<file path="src/include/fevp_pkg.sv">
package fevp_pkg;
   // First control register field positions
   localparam int FC1_SWE = 6;
   localparam int FC1_ESU_UNUSED = 0;
   localparam int FC1_EV  = 3;
   localparam int FC1_PV  = 2;
   localparam int FC1_E   = 1;
   localparam int FC1_P   = 0;
   // Second control register field positions
   localparam int FC2_FLASH_ERROR_FLAG = 7;
   localparam int FC2_ESU  = 1;
   localparam int FC2_PSU  = 0;
   // Reset values
   localparam logic [7:0] FC1_RESET = 8'h00;
   localparam logic [7:0] FC2_RESET = 8'h00;
   localparam logic [7:0] BSEL_RESET = 8'h00;
   // Erased data pattern and verify dummy-write byte
   localparam logic [15:0] ERASED_WORD = 16'hffff;
   localparam logic [7:0]  DUMMY_BYTE  = 8'hff;
   // Flash operating modes
   typedef enum logic [5:0] {
      FEVP_IDLE   = 6'b000001,
      FEVP_PSETUP = 6'b000010,
      FEVP_ESETUP = 6'b000100,
      FEVP_PROG   = 6'b001000,
      FEVP_ERASE  = 6'b010000,
      FEVP_VERIFY = 6'b100000
   } fevp_mode_e;
endpackage

</file>
<file path="src/logic/fevp_flash_ctrl.sv">
`timescale 1ns/1ps
`default_nettype none
module fevp_flash_ctrl
   import fevp_pkg::*;
#(
   parameter int ADDR_W  = 16,
   parameter int BLOCKS  = 8
) (
   input  wire logic              clk_sys,
   input  wire logic              nrst,
   input  wire logic              porNrst,
   input  wire logic              standbyIn,
   // CPU register writes
   input  wire logic              ctrlFirstWr,
   input  wire logic [7:0]        ctrlFirstData,
   input  wire logic              ctrlSecondWr,
   input  wire logic [7:0]        ctrlSecondData,
   input  wire logic              blockSelWr,
   input  wire logic [BLOCKS-1:0] blockSelData,
   // CPU flash access
   input  wire logic              flashWr,
   input  wire logic              flashRd,
   input  wire logic [ADDR_W-1:0] flashAddr,
   input  wire logic [7:0]        flashWrData,
   // Malfunction sources
   input  wire logic              exceptionStart,
   input  wire logic              sleepExec,
   input  wire logic              busRelease,
   // Flash array side
   input  wire logic [15:0]       arrayRdData,
   output logic [ADDR_W-1:0]      arrayAddr,
   output logic [BLOCKS-1:0]      arrayEraseBlocks,
   output logic                   arrayProgram,
   output logic                   arrayErase,
   output logic                   arrayVerify,
   // CPU view
   output logic [7:0]             flashCtrlFirst,
   output logic [7:0]             flashCtrlSecond,
   output logic [BLOCKS-1:0]      blockSelectReg,
   output logic [15:0]            flashRdData,
   output logic                   flashError
);
   logic              standbySync;
   logic [7:0]        fc1_reg, fc1_next;
   logic [7:0]        fc2_reg, fc2_next;
   logic [BLOCKS-1:0] bsel_reg, bsel_next;
   logic              flash_error_flag_reg, flash_error_flag_next;
   fevp_mode_e        mode_reg, mode_next;
   logic [ADDR_W-1:0] latch_reg, latch_next;
   logic [15:0]       rd_reg, rd_next;
   logic [BLOCKS-1:0] ebk_reg, ebk_next;
   logic              prg_reg, prg_next;
   logic              ers_reg, ers_next;
   logic              vfy_reg, vfy_next;
   logic              active;
   logic              malfunction;
   logic              runAllowed;

   fevp_sync3 u_standby_sync (
      .clk_sys (clk_sys),
      .nrst    (nrst),
      .din     (standbyIn),
      .dout    (standbySync)
   );

   // Malfunction only counts while program or erase really runs
   // Verify reads must not trip the flag, hence the mode gate.
   // A fault source in setup mode is harmless and ignored.
   always_comb begin
      active      = (mode_reg == FEVP_PROG) || (mode_reg == FEVP_ERASE);
      malfunction = active && (flashRd || exceptionStart || sleepExec || busRelease);
      runAllowed  = fc1_reg[FC1_SWE] && !flash_error_flag_reg && (bsel_reg != '0);
   end

   // Register writes; standby initialises like a reset
   always_comb begin
      fc1_next  = fc1_reg;
      fc2_next  = fc2_reg;
      bsel_next = bsel_reg;
      if (standbySync) begin
         fc1_next  = FC1_RESET;
         fc2_next  = FC2_RESET;
         bsel_next = BSEL_RESET;
      end else begin
         if (ctrlFirstWr) begin
            fc1_next = ctrlFirstData;
         end
         if (ctrlSecondWr) begin
            fc2_next[FC2_ESU] = ctrlSecondData[FC2_ESU];
            fc2_next[FC2_PSU] = ctrlSecondData[FC2_PSU];
         end
         if (blockSelWr) begin
            bsel_next = blockSelData;
         end
      end
   end

   // Error flag: set by hardware only, survives all but power-on
   always_comb begin
      flash_error_flag_next = flash_error_flag_reg | malfunction;
   end

   // Mode sequencer
   // Verify outranks run so error protection still reaches verify mode.
   // Standby overrides everything, as a reset would.
   // No wait time is timed here; software owns every delay
   // Trade-off: a too-early run bit is obeyed, the watchdog is the guard.
   always_comb begin
      mode_next = FEVP_IDLE;
      if (malfunction) begin
         mode_next = (fc1_reg[FC1_EV] || fc1_reg[FC1_PV]) ? FEVP_VERIFY : FEVP_IDLE;
      end else if (fc1_reg[FC1_EV] || fc1_reg[FC1_PV]) begin
         mode_next = FEVP_VERIFY;
      end else if (runAllowed && fc2_reg[FC2_ESU] && fc1_reg[FC1_E]) begin
         mode_next = FEVP_ERASE;
      end else if (runAllowed && fc2_reg[FC2_PSU] && fc1_reg[FC1_P]) begin
         mode_next = FEVP_PROG;
      end else if (fc2_reg[FC2_ESU]) begin
         mode_next = FEVP_ESETUP;
      end else if (fc2_reg[FC2_PSU]) begin
         mode_next = FEVP_PSETUP;
      end
      if (standbySync) begin
         mode_next = FEVP_IDLE;
      end
   end

   // Array drive; erase touches selected blocks only, no preprogram pass
   always_comb begin
      ebk_next = (mode_next == FEVP_ERASE) ? bsel_reg : '0;
      ers_next = (mode_next == FEVP_ERASE);
      prg_next = (mode_next == FEVP_PROG);
      vfy_next = (mode_next == FEVP_VERIFY);
   end

   // Dummy write latches verify address; read returns array word, or ERASED_WORD when FC1_SWE is set outside verify
   always_comb begin
      latch_next = latch_reg;
      rd_next    = rd_reg;
      if (flashWr && (mode_reg == FEVP_VERIFY) && (flashWrData == DUMMY_BYTE)) begin
         latch_next = flashAddr;
      end
      if (flashRd) begin
         if (mode_reg == FEVP_VERIFY) begin
            rd_next = arrayRdData;
         end else if (fc1_reg[FC1_SWE]) begin
            rd_next = ERASED_WORD;                                // not valid data
         end else begin
            rd_next = arrayRdData;
         end
      end
   end

   // Plain reset clears control state but never the error flag
   always_ff @(posedge clk_sys or negedge nrst) begin
      if (!nrst) begin
         fc1_reg   <= FC1_RESET;
         fc2_reg   <= FC2_RESET;
         bsel_reg  <= BSEL_RESET;
         mode_reg  <= FEVP_IDLE;
         latch_reg <= '0;
         rd_reg    <= 16'h0000;
         ebk_reg   <= '0;
         prg_reg   <= 1'b0;
         ers_reg   <= 1'b0;
         vfy_reg   <= 1'b0;
      end else begin
         fc1_reg   <= fc1_next;
         fc2_reg   <= fc2_next;
         bsel_reg  <= bsel_next;
         mode_reg  <= mode_next;
         latch_reg <= latch_next;
         rd_reg    <= rd_next;
         ebk_reg   <= ebk_next;
         prg_reg   <= prg_next;
         ers_reg   <= ers_next;
         vfy_reg   <= vfy_next;
      end
   end

   // Separate power-on domain for the error flag
   always_ff @(posedge clk_sys or negedge porNrst) begin
      if (!porNrst) begin
         flash_error_flag_reg <= 1'b0;
      end else begin
         flash_error_flag_reg <= flash_error_flag_next;
      end
   end

   assign arrayAddr        = latch_reg;
   assign arrayEraseBlocks = ebk_reg;
   assign arrayProgram     = prg_reg;
   assign arrayErase       = ers_reg;
   assign arrayVerify      = vfy_reg;
   assign flashCtrlFirst   = fc1_reg;
   assign flashCtrlSecond  = {flash_error_flag_reg, fc2_reg[6:0]};
   assign blockSelectReg   = bsel_reg;
   assign flashRdData      = rd_reg;
   assign flashError       = flash_error_flag_reg;
endmodule
`default_nettype wire

</file>
<file path="src/logic/fevp_sync3.sv">
`timescale 1ns/1ps
`default_nettype none
// Three-stage synchroniser; level accepted once stages two and three agree
module fevp_sync3 (
   input  wire logic clk_sys,
   input  wire logic nrst,
   input  wire logic din,
   output logic      dout
);
   logic [2:0] stage_reg;
   logic [2:0] stage_next;
   logic       out_reg;
   logic       out_next;

   // Shift and agreement filter
   always_comb begin
      stage_next = {stage_reg[1:0], din};
      out_next   = (stage_reg[2] == stage_reg[1]) ? stage_reg[2] : out_reg;
   end

   always_ff @(posedge clk_sys or negedge nrst) begin
      if (!nrst) begin
         stage_reg <= 3'h0;
         out_reg   <= 1'b0;
      end else begin
         stage_reg <= stage_next;
         out_reg   <= out_next;
      end
   end

   assign dout = out_reg;
endmodule
`default_nettype wire

</file>
<file path="config.mk">
export PLATFORM = sky130hd
export DESIGN_NAME = fevp_flash_ctrl
export DESIGN_NICKNAME = d
export VERILOG_FILES = /design/src/include/fevp_pkg.sv /design/src/logic/fevp_flash_ctrl.sv /design/src/logic/fevp_sync3.sv
export SDC_FILE = /design/constraint.sdc
export NUM_CORES = 1
export LEC_CHECK = 0
export ABC_AREA = 1
export CAP_MARGIN = 30
export CELL_PAD_IN_SITES_DETAIL_PLACEMENT = 1
export CELL_PAD_IN_SITES_GLOBAL_PLACEMENT = 2
export CORE_ASPECT_RATIO = 1.75
export CORE_MARGIN = 2
export CORE_UTILIZATION = 38
export DETAILED_ROUTE_END_ITERATION = 12
export DONT_BUFFER_PORTS = 1
export PLACE_DENSITY = 0.91
export SYNTH_ARGS = -nofsm -noshare
export SYNTH_HDL_FRONTEND = slang
export SYNTH_SLANG_ARGS = --single-unit
</file>
<file path="constraint.sdc">
create_clock -name clk_sys -period 2.7 [get_ports clk_sys]
set_clock_uncertainty 0.05 [all_clocks]
set_input_delay 0.405 -clock clk_sys [delete_from_list [all_inputs] [get_ports clk_sys]]
set_output_delay 0.405 -clock clk_sys [all_outputs]
set_load 0.01 [all_outputs]
</file>
==> results.ini <==
[synthesis]
synth_edf_count = 0
synth_warnings = 0
synth_commonest_cells = 71 x dfrtp_1, 47 x nor2_1, 32 x nand2_1
ys.flop_type = dfrtp_1
yosysMostFrequentCell = dfrtp_1
synthSimpleGateAreaFrac_pct = 23.1
synth_top_area_share_pct = 58.4
yosys-top-cells-area = dfrtp_1 58%, nor2_1 5.8%, nand2_1 4.0%, o21ai_1 3.5%, nand3_1 3.3%
netlist_area_mm2 = 0.00304
yosys.area_share.xor_xnor_pct = 0
ys_ff_latch = 72
synth_compound_area_share_pct = 8.56
synth_top_area_cell = dfrtp_1
synth_top_family_by_area = simple AND/OR/NAND/NOR gates
synth.area.mux_share_pct = 0
syn_avg_cell_area_um2 = 9.62
synth.distinct_cells = 33
synthCells = 316
synthArstFlopShare_pct = 100
synth-adder-area-share_pct = 0.329
synth-seq-area-share_pct = 59.3

[grt]
grt-ovfl-total = 0
grt_pass1_wl_um = 11200
use_met1_pct = 16.2
grt_util_all_layers_pct = 16.8
grt_max_degree = 72
top_usage_layer = met2
grt_pass1_vias = 2316
antenna_found_initial = 0
grt.met2_usage_pct = 30.2
global_route.usage.met3_pct = 5.99

[floorplanning]
dieArea_mm2 = 0.00876
coreArea_mm2 = 0.00786
io_pins = 144
dieHeight_um = 122
start_util_pct = 38.7
row_count = 43
die_w_um = 71.6

[place]
portBuffers = 0
place_congestion = 0.771
place_inst = 388
hpwl_um = 5100

[timing]
slew_headroom_pct = 61.0
finalSetupViolations = 0
hold_violations = 0
fmax_mhz = 557
rsz0062_at_grt = false
fin_crit_sh_pct = 66.5
period_needed_ps = 1800
finalSetupTns_ps = 0
slew_violations = 0
worstMarginPinSlew_ps = 584

[critical_path]
required_ps = 2890
r2r-start = u_standby_sync.dout
worstPathMaxFanout = 20
end_kind = flop
worstPathArrival_ps = 1980
cp-start-kind = flop
path_class = flop to flop
critPathMaxStageDelay_ps = 490
crit_chain = inv_1 -> nand3_2 -> nor3_1
cp_slowest_cell = dfrtp_1
r2r_cells = 3
r2r_end = arrayProgram
ff2ff_setup_slack_ps = 900

[power]
leakage_nw = 1.62
power_density_mw_per_mm2 = 765
vdd_drop_max_uv = 425

[drt]
wl_per_cell_um = 17.2
vias = 2115
ant_nets = 0
avgViaCountPerCell = 5.20
drt-initial-drc-count = 51
drc = 0
wl_um = 7000
dr.pass1.iters = 3

[finish]
synthToLayoutAreaGrowth_pct = 11.2
num_antenna_cells = 0
drive_gt1_share_pct = 15.8
num-fill-cells = 900
stdcell_count = 407
fin_nets = 388
post-route-util_pct = 43.0

[hold_path]
hold_path.class = input port to flop
hp-start = standbyIn
whs_path_depth = 0
hold_end = u_standby_sync.stage_reg[0]

[job]
maxCapViolations = 0

[cts]
post_cts_buffers = 0
clockBufferDepth = 2
worstSkewPairLatency_ps = 330
cts_resized = 0
cts_buffers = 9
clkTransAtPathRegs_ps = 60
ctsHoldBuffers = 3
cts_max_level = 3
cts_tree = built
clock-sinks = 72
cts-root-buf = clkbuf_16

[outcome]
status = finished clean

## routing by layer
metal | share of wire (%) | wire [um] | vias to the layer above
li1 | - | - | 989
met1 | 33 | 2320 | 1027
met2 | 57 | 3990 | 81
met3 | 6.8 | 474 | 18
met4 | 3.1 | 214 | 0
met5 | 0 | 0 | -
## cell usage in the layout, fill, tap and decap left out, types with 5 or more instances in the layout
master	synthesis	layout
o21ai_1	21	21
nand2_1	32	32
conb_1	1	5
clkbuf_16	0	9
inv_1	26	26
nand3_1	20	20
nor3_2	8	8
nor2_1	47	47
a21oi_1	18	18
dfrtp_1	71	71
nand2_2	13	13
o21ai_0	13	13
## worst max-delay path: cells and delay by family, from the launching register on
kind | cells | cell delay, ps
and+or+nand+nor | 2 | 670
buffers and inverters | 1 | 490
DFF | 1 | 490
## cell type report
cell class / count / area (um2) / share of cell area (%)
Sequential cell: 72 / 1800 / 53.4
Clock inverter: 4 / 51.3 / 1.52
Multi-Input combinational cell: 196 / 991 / 29.3
Inverter: 30 / 118 / 3.48
Timing Repair Buffer: 3 / 47.5 / 1.41
Tap cell: 90 / 113 / 3.33
Clock buffer: 12 / 256 / 7.59
## cell families (layout without fill, tap and decap cells)
kind of cell,Yosys count,after routing
buffers and inverters,52,49
other,1,5
AND/OR/NAND/NOR,138,138
AO/OA/AOI/OAI,52,52
flip-flops,72,72
adder cells (fa/ha/maj),1,1
## worst max path at each step
stage	cells past startpoint	slack (ps)	from	to
global placement	3	950	u_standby_sync.dout	arrayEraseBlocks[7]
CTS	3	880	u_standby_sync.dout	arrayEraseBlocks[7]
global route	3	690	u_standby_sync.dout	arrayEraseBlocks[7]
floorplan	9	1400	flashRd	arrayErase
detailed placement	3	880	u_standby_sync.dout	arrayProgram
finish	3	900	u_standby_sync.dout	arrayProgram
## metrics by stage
stage	hold WS (ps)	area, um2	setup slack, ps	power, W
2_1_floorplan	59.4	3060	1400	0.00136
6_report	49.4	3380	904	0.00258
5_1_grt	31.6	3380	694	0.00270
4_1_cts	35.6	3380	883	0.00262
3_3_place_gp	59.5	3020	955	0.00137
3_5_place_dp	59.5	3020	884	0.00139
## report_power, final
group	total (W)	switching (W)	internal, W
clock	0.00120	0.000429	0.000767
sequential	0.00122	0.0000745	0.00114
combinational	0.000173	0.000121	0.0000519
total	0.00258	0.000624	0.00196
(Power assumes the default switching activity.)
